`config.mk`:
```
export PLATFORM = sky130hd
export DESIGN_NAME = cfg_port
export DESIGN_NICKNAME = d
export VERILOG_FILES = /design/src/hw/cfg_port.v
export VERILOG_INCLUDE_DIRS = /design/src /design/src/hw
export SDC_FILE = /design/constraint.sdc
export NUM_CORES = 1
export LEC_CHECK = 0
export BUFFER_PORTS_ARGS = -buffer_cell sky130_fd_sc_hd__buf_2
export CELL_PAD_IN_SITES_DETAIL_PLACEMENT = 1
export CELL_PAD_IN_SITES_GLOBAL_PLACEMENT = 1
export CORE_ASPECT_RATIO = 0.9
export CORE_MARGIN = 4
export CORE_UTILIZATION = 40
export CTS_BUF_LIST = sky130_fd_sc_hd__clkbuf_16
export DETAILED_ROUTE_END_ITERATION = 10
export GPL_TIMING_DRIVEN = 0
export PLACE_DENSITY_LB_ADDON = 0.3
export SETUP_SLACK_MARGIN = 0.3
export SYNTH_ARGS = -nofsm -noshare
export SYNTH_HDL_FRONTEND = slang
export SYNTH_SLANG_ARGS = --single-unit
```
`constraint.sdc`:
```
create_clock -name CLK_I -period 3.35 [get_ports CLK_I]
set_input_delay 0.67 -clock CLK_I [delete_from_list [all_inputs] [get_ports CLK_I]]
set_output_delay 0.67 -clock CLK_I [all_outputs]
set_load 0.02 [all_outputs]
```
`src/hw/cfg_port_defs.vh`:
```
/*
 * constants for the channel configuration port: field positions of the
 * command, control and slot bytes, rate codes, slot geometry and timing.
 * assumes it is included by bare name from the design file.
 */
`ifndef CFG_PORT_DEFS_VH
`define CFG_PORT_DEFS_VH
// ----------------------------------------------------------------
// byte fields
// ----------------------------------------------------------------
`define CMD_CHAN_BIT     6
`define CMD_RSVD_BIT     7
`define CTL_SEL0_BIT     7
`define CTL_SEL1_BIT     6
`define CTL_IDLE_BIT     5
`define CTL_ALGCLR_BIT   4
`define CTL_PASS_BIT     3
`define CTL_LAW_BIT      2
`define CTL_SEL2_BIT     1
`define CTL_DIR_BIT      0
`define CTL_RESET        8'h20
`define SLOT_RESET       6'h00
// ----------------------------------------------------------------
// rate codes (bit2, bit1, bit0) and decoded rates
// ----------------------------------------------------------------
`define SEL_32K          3'h0
`define SEL_24K          3'h7
`define SEL_16K          3'h5
`define RATE_32K         2'h0
`define RATE_24K         2'h1
`define RATE_16K         2'h2
`define RATE_UNDEF       2'h3
// ----------------------------------------------------------------
// slot geometry
// ----------------------------------------------------------------
`define WIDTH_PCM        4'h8
`define WIDTH_CMP        4'h4
`define COUNT_MULAW_PCM  7'h20
`define COUNT_ALAW_PCM   7'h20
`define COUNT_MULAW_CMP  7'h40
`define COUNT_ALAW_CMP   7'h40
// ----------------------------------------------------------------
// timing
// ----------------------------------------------------------------
`define CLK_PERIOD_PS    5000
`define RATE_HOLD_NS     3000
`define RATE_HOLD_CYC    ((`RATE_HOLD_NS * 1000 + `CLK_PERIOD_PS - 1) / `CLK_PERIOD_PS)
`define ALGCLR_CYC       16
`endif

```
`src/hw/cfg_port.v`:
```
/*
 * configuration port of a two-channel speech compression processor: serial
 * write-only link, channel control and slot registers, strap mode, slot
 * geometry and per-channel slot counters.
 * assumes the serial link pins and the bit clocks/frame syncs are asynchronous
 * to CLK_I; all are double-synchronised before use.
 */
`timescale 1ns/1ps
`include "cfg_port_defs.vh"

module cfg_port #(
    parameter ALGCLR_CYC  = `ALGCLR_CYC,      // cycles an algorithm state clear takes
    parameter RATE_WAIT   = `RATE_HOLD_CYC    // strap rate settle time in cycles
) (
    input  wire        CLK_I,
    input  wire        RSTN_I,
    input  wire        PORT_MODE_STRAP_I,       // high: serial mode, low: strap mode
    input  wire [5:0]  ADDR_STRAP_I,
    input  wire        SERIAL_CLK_I,
    input  wire        CFG_SHIFT_IN_I,
    input  wire        CHIP_SEL_N_I,
    input  wire        SIDE_X_BIT_CLOCK_I,
    input  wire        SIDE_X_FRAME_SYNC_I,
    input  wire        SIDE_Y_BIT_CLOCK_I,
    input  wire        SIDE_Y_FRAME_SYNC_I,
    output reg  [7:0]  X_CONTROL_O,             // effective control byte, channel X
    output reg  [7:0]  Y_CONTROL_O,             // effective control byte, channel Y
    output reg  [1:0]  X_RATE_O,
    output reg  [1:0]  Y_RATE_O,
    output reg  [5:0]  X_IN_SLOT_O,
    output reg  [5:0]  X_OUT_SLOT_O,
    output reg  [5:0]  Y_IN_SLOT_O,
    output reg  [5:0]  Y_OUT_SLOT_O,
    output reg  [3:0]  X_SLOT_WIDTH_O,
    output reg  [6:0]  X_SLOT_COUNT_O,
    output reg  [3:0]  Y_SLOT_WIDTH_O,
    output reg  [6:0]  Y_SLOT_COUNT_O,
    output reg         X_ALGO_CLEAR_O,          // level: algorithm state being cleared
    output reg         Y_ALGO_CLEAR_O,
    output reg         X_IN_ACTIVE_O,           // current slot is the input slot
    output reg         X_OUT_ACTIVE_O,
    output reg         Y_IN_ACTIVE_O,
    output reg         Y_OUT_ACTIVE_O,
    output reg         X_OUT_EN_O,              // serial data output enable, channel X
    output reg         Y_OUT_EN_O,
    output reg         UPDATING_O               // a register write is in progress
);

// ----------------------------------------------------------------
// functions
// ----------------------------------------------------------------
// decode the split rate selector of a control byte
function [1:0] rate_of;
    input [7:0] c;
    reg   [2:0] s;
    begin
        s = {c[`CTL_SEL2_BIT], c[`CTL_SEL1_BIT], c[`CTL_SEL0_BIT]};
        case (s)
            `SEL_32K: rate_of = `RATE_32K;
            `SEL_24K: rate_of = `RATE_24K;
            `SEL_16K: rate_of = `RATE_16K;
            default:  rate_of = `RATE_UNDEF;
        endcase
    end
endfunction

// slot width from direction only; side 0 = input, 1 = output
function [3:0] width_of;
    input [7:0] c;
    input       out_side;
    begin
        // compress: pcm in, compressed out; expand: the reverse
        if (c[`CTL_DIR_BIT] ^ out_side)
            width_of = `WIDTH_PCM;
        else
            width_of = `WIDTH_CMP;
    end
endfunction

// slot count from direction and law only
function [6:0] count_of;
    input [7:0] c;
    input       out_side;
    begin
        if (c[`CTL_DIR_BIT] ^ out_side)
            count_of = c[`CTL_LAW_BIT] ? `COUNT_MULAW_PCM : `COUNT_ALAW_PCM;
        else
            count_of = c[`CTL_LAW_BIT] ? `COUNT_MULAW_CMP : `COUNT_ALAW_CMP;
    end
endfunction

// ----------------------------------------------------------------
// synchronisers
// ----------------------------------------------------------------
reg [7:0] sync_a;                 // first stage, read only by sync_b
reg [7:0] sync_b;                 // usable synchronised inputs
reg [5:0] addr_a;
reg [5:0] addr_b;
// two flops on every asynchronous input; no reset, so pins are valid at release
always @(posedge CLK_I) begin
    sync_a <= {PORT_MODE_STRAP_I, SERIAL_CLK_I, CFG_SHIFT_IN_I, ~CHIP_SEL_N_I,
               SIDE_X_BIT_CLOCK_I, SIDE_X_FRAME_SYNC_I, SIDE_Y_BIT_CLOCK_I,
               SIDE_Y_FRAME_SYNC_I};
    sync_b <= sync_a;
    addr_a <= ADDR_STRAP_I;
    addr_b <= addr_a;
end
wire serial_mode = sync_b[7];
wire sclk_s      = sync_b[6];
wire sdi_s       = sync_b[5];
wire sel_s       = sync_b[4];     // chip select, active high here
wire xclk_s      = sync_b[3];
wire xfs_s       = sync_b[2];
wire yclk_s      = sync_b[1];
wire yfs_s       = sync_b[0];

// ----------------------------------------------------------------
// serial receiver
// ----------------------------------------------------------------
localparam ST_CMD  = 2'h0;        // awaiting command byte
localparam ST_CTL  = 2'h1;        // awaiting control byte
localparam ST_IN   = 2'h2;        // awaiting input slot byte
localparam ST_OUT  = 2'h3;        // awaiting output slot byte
reg       sclk_d;                 // previous serial clock
reg [1:0] state;
reg [2:0] bit_cnt;
reg [7:0] shift;
reg       matched;                // address matched this write
reg       chan_x;                 // target channel of this write
reg [7:0] ctl_x;                  // stored control bytes
reg [7:0] ctl_y;
reg [5:0] in_x;                   // stored slot numbers
reg [5:0] out_x;
reg [5:0] in_y;
reg [5:0] out_y;
reg [7:0] clr_cnt_x;              // algorithm clear timers
reg [7:0] clr_cnt_y;
wire       sclk_rise = sclk_s & ~sclk_d;
wire [7:0] next_shift = {sdi_s, shift[7:1]};
wire       byte_done  = sel_s & sclk_rise & (bit_cnt == 3'h7);
// shift bits on serial clock rise while selected, dispatch whole bytes
always @(posedge CLK_I) begin
    if (!RSTN_I) begin
        sclk_d  <= 1'b0;
        state   <= ST_CMD;
        bit_cnt <= 3'h0;
        shift   <= 8'h00;
        matched <= 1'b0;
        chan_x  <= 1'b0;
        ctl_x   <= `CTL_RESET;
        ctl_y   <= `CTL_RESET;
        in_x    <= `SLOT_RESET;
        out_x   <= `SLOT_RESET;
        in_y    <= `SLOT_RESET;
        out_y   <= `SLOT_RESET;
    end else if (!serial_mode) begin
        // port disabled, all register bits cleared
        sclk_d  <= 1'b0;
        state   <= ST_CMD;
        bit_cnt <= 3'h0;
        shift   <= 8'h00;
        matched <= 1'b0;
        chan_x  <= 1'b0;
        ctl_x   <= 8'h00;
        ctl_y   <= 8'h00;
        in_x    <= 6'h00;
        out_x   <= 6'h00;
        in_y    <= 6'h00;
        out_y   <= 6'h00;
    end else begin
        sclk_d <= sclk_s;
        if (!sel_s) begin
            // select released: partial byte dropped, next write restarts
            state   <= ST_CMD;
            bit_cnt <= 3'h0;
        end else if (sclk_rise) begin
            shift   <= next_shift;
            bit_cnt <= bit_cnt + 3'h1;
        end
        if (byte_done) begin
            case (state)
                ST_CMD: begin
                    matched <= (next_shift[5:0] == addr_b);
                    chan_x  <= next_shift[`CMD_CHAN_BIT];
                    state   <= ST_CTL;
                end
                ST_CTL: begin
                    if (matched && chan_x)
                        ctl_x <= next_shift;
                    if (matched && !chan_x)
                        ctl_y <= next_shift;
                    state <= ST_IN;
                end
                ST_IN: begin
                    if (matched && chan_x)
                        in_x <= next_shift[5:0];
                    if (matched && !chan_x)
                        in_y <= next_shift[5:0];
                    state <= ST_OUT;
                end
                default: begin
                    if (matched && chan_x)
                        out_x <= next_shift[5:0];
                    if (matched && !chan_x)
                        out_y <= next_shift[5:0];
                    state <= ST_CMD;
                end
            endcase
        end
        // hardware clears the algorithm bit once the clear has run
        if (clr_cnt_x == 8'h01 && !(byte_done && state == ST_CTL && matched && chan_x))
            ctl_x[`CTL_ALGCLR_BIT] <= 1'b0;
        if (clr_cnt_y == 8'h01 && !(byte_done && state == ST_CTL && matched && !chan_x))
            ctl_y[`CTL_ALGCLR_BIT] <= 1'b0;
    end
end

// ----------------------------------------------------------------
// algorithm state clear timers
// ----------------------------------------------------------------
// run while the clear bit stands, then release it
always @(posedge CLK_I) begin
    if (!RSTN_I) begin
        clr_cnt_x <= 8'h00;
        clr_cnt_y <= 8'h00;
    end else begin
        if (ctl_x[`CTL_ALGCLR_BIT] && clr_cnt_x == 8'h00)
            clr_cnt_x <= ALGCLR_CYC[7:0];
        else if (clr_cnt_x != 8'h00)
            clr_cnt_x <= clr_cnt_x - 8'h01;
        if (ctl_y[`CTL_ALGCLR_BIT] && clr_cnt_y == 8'h00)
            clr_cnt_y <= ALGCLR_CYC[7:0];
        else if (clr_cnt_y != 8'h00)
            clr_cnt_y <= clr_cnt_y - 8'h01;
    end
end

// ----------------------------------------------------------------
// strap mode rate capture
// ----------------------------------------------------------------
reg [12:0] rate_wait;             // cycles since reset release
reg        rate_low_seen;         // rate straps were low at release
reg        strap_24k;             // straps raised late: 24 kbps
// the 24k code is both rate straps low at reset, then high after the wait
always @(posedge CLK_I) begin
    if (!RSTN_I) begin
        rate_wait     <= 13'h0000;
        rate_low_seen <= 1'b0;
        strap_24k     <= 1'b0;
    end else begin
        if (rate_wait != 13'h1FFF)
            rate_wait <= rate_wait + 13'h0001;
        if (rate_wait == 13'h0000)
            rate_low_seen <= ~addr_b[1] & ~addr_b[4];
        if (rate_low_seen && addr_b[1] && addr_b[4] && rate_wait >= RATE_WAIT[12:0])
            strap_24k <= 1'b1;
        if (!addr_b[1] || !addr_b[4])
            strap_24k <= 1'b0;
    end
end

// strap-built control bytes; serial clock is assumed held low here
wire [2:0] strap_sel = strap_24k ? `SEL_24K :
                       (addr_b[1] & addr_b[4]) ? `SEL_16K : `SEL_32K;
wire       cs_idle     = ~sel_s;  // chip-select pin high idles X
wire [7:0] strap_ctl_x = {strap_sel[0], strap_sel[1], cs_idle, 1'b0, 1'b0,
                          addr_b[2], strap_sel[2], addr_b[0]};
wire [7:0] strap_ctl_y = {strap_sel[0], strap_sel[1], sdi_s, 1'b0, 1'b0,
                          addr_b[5], strap_sel[2], addr_b[3]};
wire [7:0] eff_x = serial_mode ? ctl_x : strap_ctl_x;
wire [7:0] eff_y = serial_mode ? ctl_y : strap_ctl_y;

// ----------------------------------------------------------------
// slot counters
// ----------------------------------------------------------------
reg       xclk_d;
reg       yclk_d;
reg       xarm;                   // frame sync seen, await next rise
reg       yarm;
reg [8:0] xbit;                   // bit position in frame
reg [8:0] ybit;
// restart the bit count on the first clock rise after frame sync
always @(posedge CLK_I) begin
    if (!RSTN_I) begin
        xclk_d <= 1'b0;
        yclk_d <= 1'b0;
        xarm   <= 1'b0;
        yarm   <= 1'b0;
        xbit   <= 9'h000;
        ybit   <= 9'h000;
    end else begin
        xclk_d <= xclk_s;
        yclk_d <= yclk_s;
        if (xfs_s)
            xarm <= 1'b1;
        else if (xclk_s && !xclk_d) begin
            xarm <= 1'b0;
            xbit <= xarm ? 9'h000 : xbit + 9'h001;
        end
        if (yfs_s)
            yarm <= 1'b1;
        else if (yclk_s && !yclk_d) begin
            yarm <= 1'b0;
            ybit <= yarm ? 9'h000 : ybit + 9'h001;
        end
    end
end

// slot index is the bit count divided by the slot width
wire [8:0] x_in_idx  = eff_x[`CTL_DIR_BIT] ? {3'h0, xbit[8:3]} : {2'h0, xbit[8:2]};
wire [8:0] x_out_idx = eff_x[`CTL_DIR_BIT] ? {2'h0, xbit[8:2]} : {3'h0, xbit[8:3]};
wire [8:0] y_in_idx  = eff_y[`CTL_DIR_BIT] ? {3'h0, ybit[8:3]} : {2'h0, ybit[8:2]};
wire [8:0] y_out_idx = eff_y[`CTL_DIR_BIT] ? {2'h0, ybit[8:2]} : {3'h0, ybit[8:3]};

// ----------------------------------------------------------------
// outputs
// ----------------------------------------------------------------
// register every output; strap mode forces slot zero
always @(posedge CLK_I) begin
    if (!RSTN_I) begin
        X_CONTROL_O    <= `CTL_RESET;
        Y_CONTROL_O    <= `CTL_RESET;
        X_RATE_O       <= `RATE_32K;
        Y_RATE_O       <= `RATE_32K;
        X_IN_SLOT_O    <= 6'h00;
        X_OUT_SLOT_O   <= 6'h00;
        Y_IN_SLOT_O    <= 6'h00;
        Y_OUT_SLOT_O   <= 6'h00;
        X_SLOT_WIDTH_O <= `WIDTH_CMP;
        X_SLOT_COUNT_O <= `COUNT_ALAW_CMP;
        Y_SLOT_WIDTH_O <= `WIDTH_CMP;
        Y_SLOT_COUNT_O <= `COUNT_ALAW_CMP;
        X_ALGO_CLEAR_O <= 1'b0;
        Y_ALGO_CLEAR_O <= 1'b0;
        X_IN_ACTIVE_O  <= 1'b0;
        X_OUT_ACTIVE_O <= 1'b0;
        Y_IN_ACTIVE_O  <= 1'b0;
        Y_OUT_ACTIVE_O <= 1'b0;
        X_OUT_EN_O     <= 1'b0;
        Y_OUT_EN_O     <= 1'b0;
        UPDATING_O     <= 1'b0;
    end else begin
        X_CONTROL_O    <= eff_x;
        Y_CONTROL_O    <= eff_y;
        X_RATE_O       <= rate_of(eff_x);
        Y_RATE_O       <= rate_of(eff_y);
        X_IN_SLOT_O    <= serial_mode ? in_x : 6'h00;
        X_OUT_SLOT_O   <= serial_mode ? out_x : 6'h00;
        Y_IN_SLOT_O    <= serial_mode ? in_y : 6'h00;
        Y_OUT_SLOT_O   <= serial_mode ? out_y : 6'h00;
        X_SLOT_WIDTH_O <= width_of(eff_x, 1'b0);
        X_SLOT_COUNT_O <= count_of(eff_x, 1'b0);
        Y_SLOT_WIDTH_O <= width_of(eff_y, 1'b0);
        Y_SLOT_COUNT_O <= count_of(eff_y, 1'b0);
        X_ALGO_CLEAR_O <= eff_x[`CTL_ALGCLR_BIT];
        Y_ALGO_CLEAR_O <= eff_y[`CTL_ALGCLR_BIT];
        X_IN_ACTIVE_O  <= ~eff_x[`CTL_IDLE_BIT] & (x_in_idx[5:0] == X_IN_SLOT_O) & (x_in_idx[8:6] == 3'h0);
        X_OUT_ACTIVE_O <= ~eff_x[`CTL_IDLE_BIT] & (x_out_idx[5:0] == X_OUT_SLOT_O) & (x_out_idx[8:6] == 3'h0);
        Y_IN_ACTIVE_O  <= ~eff_y[`CTL_IDLE_BIT] & (y_in_idx[5:0] == Y_IN_SLOT_O) & (y_in_idx[8:6] == 3'h0);
        Y_OUT_ACTIVE_O <= ~eff_y[`CTL_IDLE_BIT] & (y_out_idx[5:0] == Y_OUT_SLOT_O) & (y_out_idx[8:6] == 3'h0);
        // idle or mid-update outputs float
        X_OUT_EN_O     <= ~eff_x[`CTL_IDLE_BIT] & ~(serial_mode & sel_s);
        Y_OUT_EN_O     <= ~eff_y[`CTL_IDLE_BIT] & ~(serial_mode & sel_s);
        UPDATING_O     <= serial_mode & sel_s;
    end
end

endmodule // cfg_port

```
==> results by group, run 1 <==
Status
  – Outcome: complete, no violations

Yosys
  – Flop and latch count out of synthesis: ~190
  – Ys async rst share: 0
  – Primary FF master, synth: dfxtp_1
  – Synth top area share: 0.512
  – Seq/Total Area, Yosys: 0.512
  – Cell taking the most area after synthesis: dfxtp_1
  – Post-synth EDFFs: 0
  – Yosys Warn Count: 0
  – Distinct cells, synth: between 50 and 60
  – Avg Cell Area, Syn: between 9 and 10 um^2
  – Synth area leaders: dfxtp_1, nand2_1, xnor2_1
  – Post-Syn Area: roughly 0.0074 mm^2
  – Post-Syn Instances: around 800

Worst setup path
  – FF-to-FF setup slack: 1.15 ns
  – Critical Path RT: around 3.7 ns
  – CP dominant cell by count: clkbuf_1
  – CP max stage delay: around 0.66 ns
  – Crit path max fanout: 10
  – Crit path launch: RSTN_I
  – Reg2Reg Depth: 8
  – Reg2reg end: ctl_y[6]
  – Slowest-stage cell, CP: clkbuf_1
  – Kind of critical path: primary input to flip-flop
  – CP cell instances: buf_2 -> clkbuf_1 -> clkbuf_1 -> clkbuf_1 -> o21ai_0 -> nor2_1
  – Worst setup path endpoint: xarm
  – Arr. time, crit path: between 2 and 3 ns
  – Setup crit end kind: flip-flop
  – Setup crit start kind: primary input
  – R2R Path Start: bit_cnt[0]

Placement
  – Port-buffer cells: 76
  – DPL Wire Length: 13400 um
  – Dpl cells: roughly 1100
  – Pre-CTS WS: roughly 0.58 ns
  – Placer Congestion: 0.824

Drt
  – Met2 wire len: 8690 um
  – Drt drc: 0
  – Vias per inst: slightly above 5
  – Highest routed layer: met4
  – Via Count: between 5000 and 6000
  – Metal3 WL: between 700 and 800 um
  – DRT Pass-1 Iters: 4
  – Initial DRC Count: about 320
  – Final WL: 18700 um
  – Antenna Nets Post-Route: 0
  – Routed met1 length: about 9000 um
  – Wire per inst: around 16 um

Final layout
  – ANT cells: 0
  – Largest register FFs: 13
  – Share of layout cells above drive strength 1: 0.153
  – Combined area of the multi-input logic cells: around 0.0032 mm^2
  – Largest regs: rate_wait: 13 flops, xbit: 9 flops, ybit: 9 flops
  – Reg area: between 0.003 and 0.004 mm^2
  – Biggest register: rate_wait
  – Area delta synth->final: 18.0%
  – Filler Cell Count: roughly 2200
  – Final nets: approximately 960
  – Post-Layout Cell Count: between 1000 and 1500

Die
  – Die Width: 151 um
  – Initial core utilization: 0.413
  – Core region area: around 0.018 mm^2
  – Std-Cell Rows: 46
  – Die Ht: 137 um
  – Total die area: 0.0207 mm^2
  – IO Pins: 91

GRT
  – GR Util All Layers: 0.187
  – Largest net degree at the start of global routing: 19
  – Final global-route overflow total: 0
  – Initial antenna violation count: 0
  – Vias in the first global route: around 5800
  – First-pass GRT wire length: around 30000 um

Timing
  – Final setup fails: 0
  – Worst slew pin tran: about 0.79 ns
  – Worst hold slack: approximately 0.33 ns
  – Period utilization: 0.679
  – TNS Setup: 0 ns
  – Max frequency: ~0.44 GHz
  – Fin. max-slew vios: 0
  – RSZ-0062 raised after global routing: no
  – Setup ws final: 1.08 ns
  – Tmin final: between 2 and 2.5 ns
  – Hold Vio Cnt, Final: 0
  – Clock skew: ~0.0073 ns
  – Relative slew slack: 0.472

CTS
  – Hold buffers post-CTS: 0
  – Post-CTS Resized: 0
  – CTS tree: built
  – CTS root buf: clkbuf_16
  – H-tree levels: 4
  – Clk buf depth: 2
  – TritonCTS Sinks: around 190
  – Clk slew on worst S/H paths: 0.07 ns
  – Worst-skew pair later-pin latency: 0.44 ns
  – TritonCTS Buffers: 17
  – Setup Buffers After CTS: 0

Min path
  – Hold Startpoint: sync_a[0]
  – Worst hold path class: flip-flop to flip-flop

Power and ir drop
  – Final Total Pwr: 5.12 mW
  – Peak supply drop: approximately 0.00036 V
  – LEAKAGE: about 3.6 nW
  – Pwr Density: approximately 590 mW/mm^2

Job
  – Max Cap Violations: 0
==> Yosys cell counts, types with 3 or more instances <==
master and number:
a31oi_1 7, ha_1 14, and4_1 5, dfxtp_1 189, a22oi_1 3, nand2b_1 10
nor4_1 8, and2_1 5, nor2b_1 6, o211ai_1 4, buf_4 23, xor2_1 16
xnor2_1 36, inv_1 32, nor2_1 67, and3_1 30, nand3_1 41, o21ai_0 33
nor3_1 10, o21ai_1 5, mux2i_1 14, clkbuf_1 31, o31ai_1 3, a221oi_1 3
or3_1 8, a2111oi_2 3, nand2_1 107, a21oi_1 53, nand4_1 15
==> area by class of cell <==
| type | count | area share |
|---|---|---|
| inverters | 32 | 0.0138 |
| multi-input cells | 552 | 0.370 |
| plain buffers | 58 | 0.0360 |
| well taps | 240 | 0.0344 |
| repair buffers | 76 | 0.0436 |
| clock buffers | 17 | 0.0488 |
| clock inverters | 15 | 0.0198 |
| flip-flops and latches | 189 | 0.434 |
==> critical path, delay by kind of cell <==
kind            cells  cell delay [ns]
buf+inv             4             1.67
compound gates      1             0.18
simple gates        1             0.11
==> power by group <==
part	internal (mW)	switching, mW
logic	0.248	0.370
registers	2.36	0.0886
clock network	1.12	0.930
==> cell usage in the layout, fill, tap and decap left out, drive strengths merged, types with 30 or more instances in the layout <==
cell type    n
a21oi       53
and3        30
buf        103
clkbuf      48
dfxtp      189
inv         40
nand2      107
nand3       41
nor2        67
o21ai       38
xnor2       36
==> stage by stage <==
stage | instance area [um^2] | util
floorplan | 7440 | -
global placement | 8120 | 0.454
detailed placement | 8120 | 0.454
CTS | 8720 | 0.487
global route | 8720 | 0.487
finish | 8720 | 0.487
==> layer usage <==
metal | up-vias | global-route usage
met5 | - | 0
met4 | 0 | 0.0524
met3 | 18 | 0.0397
met2 | 99 | 0.293
met1 | 2893 | 0.260
li1 | 2962 | -
==> kinds of logic (layout without fill, tap and decap cells) <==
kind of cell,Yosys count,count (layout),share of synthesized area
multiplexers,17,17,0.0239
XOR/XNOR,52,52,0.0616
flip-flops,189,189,0.512
adder cells (fa/ha/maj),14,14,0.0237
other,1,14,0.000507
AO/OA/AOI/OAI,132,132,0.108
buffers and inverters,90,198,0.0587
AND/OR/NAND/NOR,323,323,0.212
==> worst min path at each step <==
stage	end	slack [ns]	cells past startpoint
floorplan	addr_b[0]	0.31	0
finish	sync_b[0]	0.33	0
CTS	addr_a[5]	0.31	1
global route	addr_a[1]	0.31	1
global placement	sync_b[6]	0.31	0
detailed placement	sync_b[3]	0.31	0
(Power assumes the default switching activity.)
==> inputs of run 2 (changes only) <==
==> constraint.sdc (replaced) <==
create_clock -name CLK_I -period 2.2 [get_ports CLK_I]
set_input_delay 0.44 -clock CLK_I [delete_from_list [all_inputs] [get_ports CLK_I]]
set_output_delay 0.44 -clock CLK_I [all_outputs]
set_load 0.02 [all_outputs]
==> run 2 against run 1 <==
  * Combinational power up 55%
  * Clock power up 53%
  * Design area up 2.6%
  * Total power up 53%
  * Worst setup slack worse by 0.69 ns
  * Non-clock buffer count up 9
  * Largest power group unchanged
==> results by group, run 2 (synthesis gave the netlist of run 1 again) <==
Timing
  – Hold Vio Cnt, Final: 0 (unchanged)
  – Max frequency: ~0.55 GHz
  – Final setup fails: 0 (unchanged)
  – RSZ-0062 raised after global routing: yes
  – Clock skew: 0.00837 ns (+0.00109 ns)
  – Setup ws final: 0.388 ns (-0.688 ns)
  – Fin. max-slew vios: 0 (unchanged)
  – Tmin final: between 1.5 and 2 ns
  – Worst slew pin tran: 0.606 ns (-0.186 ns)
  – Relative slew slack: 0.596 (+0.124)
  – Period utilization: 0.823
  – Worst hold slack: 0.101 ns (-0.228 ns)

GRT
  – Vias in the first global route: 5819 (+0.66%)
  – First-pass GRT wire length: 30600 um (+0.84%)
  – Final global-route overflow total: 0 (unchanged)
  – GR Util All Layers: 0.188 (+0.00168)
  – Largest net degree at the start of global routing: 19 (unchanged)
  – Initial antenna violation count: 0 (unchanged)

CTS
  – Clk slew on worst S/H paths: 0.07 ns (about the same)
  – H-tree levels: 4 (unchanged)
  – TritonCTS Buffers: 17 (unchanged)
  – Worst-skew pair later-pin latency: 0.43 ns (about the same)
  – Hold buffers post-CTS: 0 (unchanged)
  – CTS root buf: clkbuf_16
  – Clk buf depth: 2 (unchanged)
  – CTS tree: built
  – TritonCTS Sinks: 189 (unchanged)

Worst setup path
  – Crit path max fanout: 9 (-1)
  – Slowest-stage cell, CP: a2111oi_2
  – CP delay by family, top: compound AO/OA/AOI/OAI gates
  – CP max stage delay: 0.40 ns (-0.26 ns)
  – Arr. time, crit path: 2.18 ns (-0.47 ns)
  – Kind of critical path: flip-flop to flip-flop
  – Buf/Inv on CP: 2 (-2)
  – CP cell instances: buf_6 -> mux2i_4 -> buf_4 -> a2111oi_2 -> a22oi_1 -> a21oi_1 -> and4_1
  – Setup crit end kind: flip-flop
  – Setup crit start kind: flip-flop
  – Critical Path RT: 2.57 ns (-1.15 ns)

Die
  – Core region area: 0.0179 mm^2 (unchanged)
  – Die Ht: 137 um (unchanged)
  – Die Width: 151 um (unchanged)
  – Std-Cell Rows: 46 (unchanged)
  – Total die area: 0.0207 mm^2 (unchanged)
  – Initial core utilization: 0.413 (unchanged)
  – IO Pins: 91 (unchanged)

Drt
  – Drt drc: 0 (unchanged)
  – Vias per inst: 5.05 (-0.29%)
  – Antenna Nets Post-Route: 0 (unchanged)
  – Highest routed layer: met4
  – Initial DRC Count: 260 (-18%)
  – Wire per inst: 15.9 um (+0.30%)
  – Via Count: 6000 (+0.47%)
  – Routed met1 length: 9120 um (+0.85%)
  – Metal3 WL: 729 um (-5.0%)
  – Met2 wire len: 8860 um (+1.9%)
  – DRT Pass-1 Iters: 5 (+1)
  – Final WL: 18900 um (+1.1%)

Job
  – Max Cap Violations: 0 (unchanged)

Final layout
  – Area delta synth->final: 21.0%
  – Largest regs: rate_wait: 13 flops, xbit: 9 flops, ybit: 9 flops
  – Fin util: 0.500 (+0.0126)
  – Leading cell type in the layout, fill and taps excluded: dfxtp_1
  – Most frequent cells in the layout: dfxtp_1, nand2_1, buf_2
  – Filler Cell Count: 2141 (-0.56%)
  – Largest register FFs: 13 (unchanged)
  – Final nets: 965 (+0.94%)
  – Share of layout cells above drive strength 1: 0.194 (+0.0407)
  – Biggest register: rate_wait
  – ANT cells: 0 (unchanged)
  – Final Instance Area: 0.00895 mm^2 (+2.6%)

Placement
  – DPL Wire Length: 13400 um (unchanged)
  – Pre-CTS WS: -0.341 ns (-0.920 ns)
  – Placer Congestion: 0.824 (unchanged)
  – Port-buffer cells: 76 (unchanged)
  – Post-DP Area: 0.00812 mm^2 (unchanged)

Power and ir drop
  – Pwr Density: 873 mW/mm^2 (+49%)
  – LEAKAGE: 3.71 nW (+2.3%)
  – Peak supply drop: 0.000529 V (+49%)

Status
  – Outcome: complete, no violations

Min path
  – Worst hold path class: primary input to flip-flop
## run 2: cell types whose count changed in the layout (fill, tap and decap cells not counted), sizes merged
cell / previous run / this run
clkbuf: 48 / 44
buf: 103 / 116
## run 2: what timing repair did
item | CTS | global route
pin swaps | 1 | 4
setup buffers | 2 | 7
setup endpoints to repair | 59 | 53
hold endpoints to repair | 0 | 0
gates resized for setup | 16 | 44
cloned | 0 | 0
## run 2: path summary, 6_finish.rpt
kind / to / from / slack, ns / cells after the start
worst max-delay path: X_IN_ACTIVE_O / sync_b[7] / 0.39 / 7
worst min-delay path: addr_a[2] / ADDR_STRAP_I[2] / 0.10 / 1
worst max register to register: X_IN_ACTIVE_O / sync_b[7] / 0.39 / 7
worst min register to register: sync_b[6] / sync_a[6] / 0.33 / 0
## run 2: per-layer routing
| metal | vias up | track usage |
|---|---|---|
| li1 | 2980 | - |
| met3 | 16 | 0.0397 |
| met1 | 2901 | 0.262 |
| met4 | 0 | 0.0524 |
| met2 | 103 | 0.296 |
| met5 | - | 0 |
## run 2: through the flow
step	std cells	setup TNS (ns)	power (mW)
6_report	1188	0	7.82
5_1_grt	1188	0	8.22
4_1_cts	1181	0	7.90
3_5_place_dp	1147	-4.78	4.74
3_3_place_gp	1147	-3.03	4.70
2_1_floorplan	831	0	4.50
## run 2: final cells by class
cell class / count / area, um^2 / share of cell area
inverter: 32 / 120 / 0.0134
clock inverter: 15 / 173 / 0.0193
timing repair buffer: 85 / 448 / 0.0501
multi-input combinational: 552 / 3350 / 0.374
clock buffer: 17 / 425 / 0.0475
buffer: 58 / 344 / 0.0385
tap: 240 / 300 / 0.0336
sequential: 189 / 3790 / 0.424
## run 2: where the power goes
part / switching [mW] / internal, mW
clock network: 1.41 / 1.71
logic: 0.564 / 0.391
registers: 0.141 / 3.59
total: 2.12 / 5.70
==> inputs of run 3 (changes only) <==
--- a/config.mk
+++ b/config.mk
@@ -6,12 +6,13 @@
 export SDC_FILE = /design/constraint.sdc
 export NUM_CORES = 1
 export LEC_CHECK = 0
+export ABC_AREA = 1
 export BUFFER_PORTS_ARGS = -buffer_cell sky130_fd_sc_hd__buf_2
 export CELL_PAD_IN_SITES_DETAIL_PLACEMENT = 1
 export CELL_PAD_IN_SITES_GLOBAL_PLACEMENT = 1
 export CORE_ASPECT_RATIO = 0.9
 export CORE_MARGIN = 4
-export CORE_UTILIZATION = 40
+export CORE_UTILIZATION = 38
 export CTS_BUF_LIST = sky130_fd_sc_hd__clkbuf_16
 export DETAILED_ROUTE_END_ITERATION = 10
 export GPL_TIMING_DRIVEN = 0
==> constraint.sdc (replaced) <==
create_clock -name CLK_I -period 1.5 [get_ports CLK_I]
set_input_delay 0.3 -clock CLK_I [delete_from_list [all_inputs] [get_ports CLK_I]]
set_output_delay 0.3 -clock CLK_I [all_outputs]
set_load 0.02 [all_outputs]
==> run 3 against run 2 <==
  * The run now ends with negative setup slack left
  * Routed wire length up 99%
  * Worst hold slack improved by 0.17 ns
  * Clock power up 59%
  * Worst setup slack worse by 0.59 ns
  * Cell count grew 29%
  * Global-route usage increased by 5.3 points
  * Register-to-register slack got worse by 0.59 ns
  * Total power is 70% higher
  * Flip-flop and latch count unchanged
  * Via count up 42%
  * Largest power group unchanged
==> results by group, run 3 <==
Yosys
  – Seq/Total Area, Yosys: 0.490 (-0.0221)
  – Post-Syn Area: 0.00773 mm^2 (+4.5%)
  – Distinct cells, synth: 37 (-35%)
  – Primary FF master, synth: dfxtp_1
  – Top-count cell post-synth: nand2_1
  – Synth area leaders: dfxtp_1, nand2_1, inv_1
  – Post-synth EDFFs: 0 (unchanged)
  – Post-Syn Instances: 1029 (+26%)
  – Yosys Warn Count: 0 (unchanged)
  – Ys async rst share: 0 (unchanged)
  – Cell taking the most area after synthesis: dfxtp_1
  – Synth top area share: 0.490 (-0.0221)
  – Avg Cell Area, Syn: 7.51 um^2 (-17%)
  – Commonest cells in the netlist: nand2_1, dfxtp_1, inv_1
  – Flop and latch count out of synthesis: 189 (unchanged)

Drt
  – Vias per inst: 5.57 (+10%)
  – Final WL: 37600 um (+99%)
  – Antenna Nets Post-Route: 0 (unchanged)
  – DRT Pass-1 Iters: 5 (unchanged)
  – Wire per inst: 24.5 um (+54%)
  – Via Count: 8532 (+42%)
  – Initial DRC Count: 499 (+92%)
  – Drt drc: 0 (unchanged)

Worst setup path
  – CP max stage delay: 0.36 ns (-0.04 ns)
  – Kind of critical path: flip-flop to flip-flop
  – CP cell instances: ha_4 -> ha_4 -> nand3_4 -> nor2_4 -> nand2_4 -> buf_6 -> o21ai_2 -> a21oi_1
  – Critical Path RT: 1.84 ns (-0.73 ns)
  – Setup crit end kind: flip-flop
  – Crit. path cell count: 8 (+1)
  – Crit path max fanout: 7 (-2)
  – Arr. time, crit path: 2.03 ns (-0.15 ns)
  – Reg2reg end: in_y[4]
  – R2R Path Start: bit_cnt[1]
  – CP dominant cell by count: ha_4
  – FF-to-FF setup slack: -0.20 ns (-0.59 ns)
  – Setup crit start kind: flip-flop
  – Slowest-stage cell, CP: dfxtp_2
  – Buf/Inv on CP: 1 (-1)
  – CP delay by family, top: simple AND/OR/NAND/NOR gates
  – Reg2Reg Depth: 8 (+1)

Die
  – Std-Cell Rows: 49 (+6.5%)
  – Die Ht: 143 um (+4.6%)
  – Total die area: 0.0227 mm^2 (+9.4%)
  – IO Pins: 91 (unchanged)
  – Die Width: 158 um (+4.6%)
  – Initial core utilization: 0.387 (-0.0264)
  – Core region area: 0.0200 mm^2 (+12%)

Placement
  – Dpl cells: 1373 (+20%)
  – Placer Congestion: 0.816 (-0.91%)
  – Port-buffer cells: 76 (unchanged)
  – DPL Wire Length: 15100 um (+12%)

Timing
  – Tmin final: 1.70 ns (-0.112 ns)
  – Worst slew pin tran: 0.626 ns (+0.0193 ns)
  – Relative slew slack: 0.583 (-0.0129)
  – Clock skew: 0.0138 ns (+0.00547 ns)
  – Fin. max-slew vios: 0 (unchanged)
  – Final setup fails: 48 (+48)
  – Setup ws final: -0.200 ns (-0.588 ns)
  – RSZ-0062 raised after global routing: yes
  – Period utilization: 1.13 (+0.310)
  – Worst hold slack: 0.269 ns (+0.168 ns)
  – Hold Vio Cnt, Final: 0 (unchanged)
  – Max frequency: 0.588 GHz (+6.6%)

Power and ir drop
  – Total net switching power: 4.13 mW (+95%)
  – Pwr Density: 1040 mW/mm^2 (+19%)
  – LEAKAGE: 5.36 nW (+44%)
  – Sequential power share: 0.417 (-0.061)
  – Sw Ratio: 0.311 (+0.0399)
  – Cell-internal power: 9.16 mW (+61%)
  – Combinational Power Share: 0.209 (+0.087)
  – Clock share of power: 0.374 (-0.026)
  – Peak supply drop: 0.000940 V (+78%)

CTS
  – H-tree levels: 4 (unchanged)
  – TritonCTS Buffers: 17 (unchanged)
  – Clk slew on worst S/H paths: 0.08 ns (about the same)
  – TritonCTS Sinks: 189 (unchanged)
  – CTS root buf: clkbuf_16
  – Clk buf depth: 2 (unchanged)
  – CTS tree: built
  – Worst-skew pair later-pin latency: 0.45 ns (+0.02 ns)

Final layout
  – Leading cell type in the layout, fill and taps excluded: nand2_1
  – Area delta synth->final: 65.1%
  – ANT cells: 0 (unchanged)
  – Fin util: 0.639 (+0.139)
  – Largest regs: rate_wait: 13 flops, xbit: 9 flops, ybit: 9 flops
  – Largest register FFs: 13 (unchanged)
  – Post-Layout Cell Count: 1533 (+29%)
  – Final nets: 1295 (+34%)
  – Most frequent cells in the layout: nand2_1, inv_1, buf_6
  – Share of layout cells above drive strength 1: 0.528 (+0.334)
  – Biggest register: rate_wait

Min path
  – Hold worst-path end: state[1]
  – Worst hold path class: primary input to flip-flop
  – Hold path depth: 3 (+2)
  – Hold Startpoint: RSTN_I

GRT
  – Initial antenna violation count: 0 (unchanged)
  – GR Util All Layers: 0.241 (+0.0526)
  – First-pass GRT wire length: 43100 um (+41%)
  – Largest net degree at the start of global routing: 18 (-1)
  – Final global-route overflow total: 0 (unchanged)
  – Vias in the first global route: 8136 (+40%)

Status
  – Violated checks: negative setup slack
  – Outcome: finished, violations left

Job
  – Max Cap Violations: 0 (unchanged)
==> run 3: changes by cell type in the layout (fill, tap and decap cells not counted), moves of 27 or more <==
cell / delta
a21oi_2: +34
dfxtp_1: -88
nor2_2: +27
o21ai_2: +32
inv_1: +87
nand3_4: +28
nand2_2: +43
nand3_2: +27
dfxtp_2: +68
buf_4: +58
xnor2_1: -30
buf_2: -62
and3_1: -30
buf_6: +103
==> run 3: layout make-up <==
cell class	instances	area, um^2
Fill cell	2172	7220
Clock buffer	17	425
Timing Repair Buffer	202	1950
Inverter	146	584
Multi-Input combinational cell	663	4900
Sequential cell	189	3950
Clock inverter	15	186
Buffer	46	444
Tap cell	255	319
==> run 3: worst max path at each step <==
stage                     from             end  slack, ns
floorplan           bit_cnt[1]        ctl_y[1]       0.13
global placement        RSTN_I  X_CONTROL_O[2]      -0.30
detailed placement      RSTN_I  X_CONTROL_O[2]      -0.32
CTS                 bit_cnt[0]         in_y[2]      -0.02
global route        bit_cnt[1]          chan_x      -0.41
finish              bit_cnt[1]         in_y[4]      -0.20
==> run 3: timing repair <==
action,CTS,global route
hold buffers,14,0
endpoints found under the setup margin,203,172
pin swaps,63,119
cloned,8,1
endpoints found under the hold margin,14,0
resized for setup,433,329
setup buffers,51,54
==> run 3: worst register-to-register path: stages (launching register included) <==
cell and delay, ns:
dfxtp_2 0.36, ha_4 0.15, ha_4 0.13, nand3_4 0.18, nor2_4 0.27, nand2_4 0.11
buf_6 0.15, o21ai_2 0.17, a21oi_1 0.08
==> run 3: cells by family after synthesis <==
group                    share of synthesized area
AND/OR/NAND/NOR                              0.256
buffers and inverters                        0.107
flip-flops                                   0.490
AO/OA/AOI/OAI                                0.107
XOR/XNOR                                    0.0170
adder cells (fa/ha/maj)                     0.0227
other                                     0.000485
==> run 3: per-layer routing <==
metal / share of wire / global-route usage / vias up
met4: 0.057 / 0.0848 / 0
met1: 0.38 / 0.289 / 4236
met5: 0 / 0 / -
met2: 0.51 / 0.435 / 395
li1: - / - / 3737
met3: 0.052 / 0.0403 / 164
==> run 3: per-stage QoR <==
stage	TNS (ns)	instance area (um^2)	setup slack, ns	total power, mW
global placement	-3.65	8570	-0.302	6.93
floorplan	0	7870	0.131	6.62
detailed placement	-6.38	8570	-0.319	6.97
finish	-5.50	12800	-0.200	13.3
global route	-8.45	12800	-0.414	13.7
CTS	-0.104	11200	-0.0161	12.2
==> run 3: power by group through the flow <==
stage          sequential [mW]  combinational [mW]  clock, mW
3_5_place_dp              5.55                1.42          0
2_1_floorplan             5.54                1.08          0
3_3_place_gp              5.54                1.39          0
4_1_cts                   5.47                1.88       4.86
5_1_grt                   5.57                2.98       5.16
6_report                  5.54                2.78       4.97
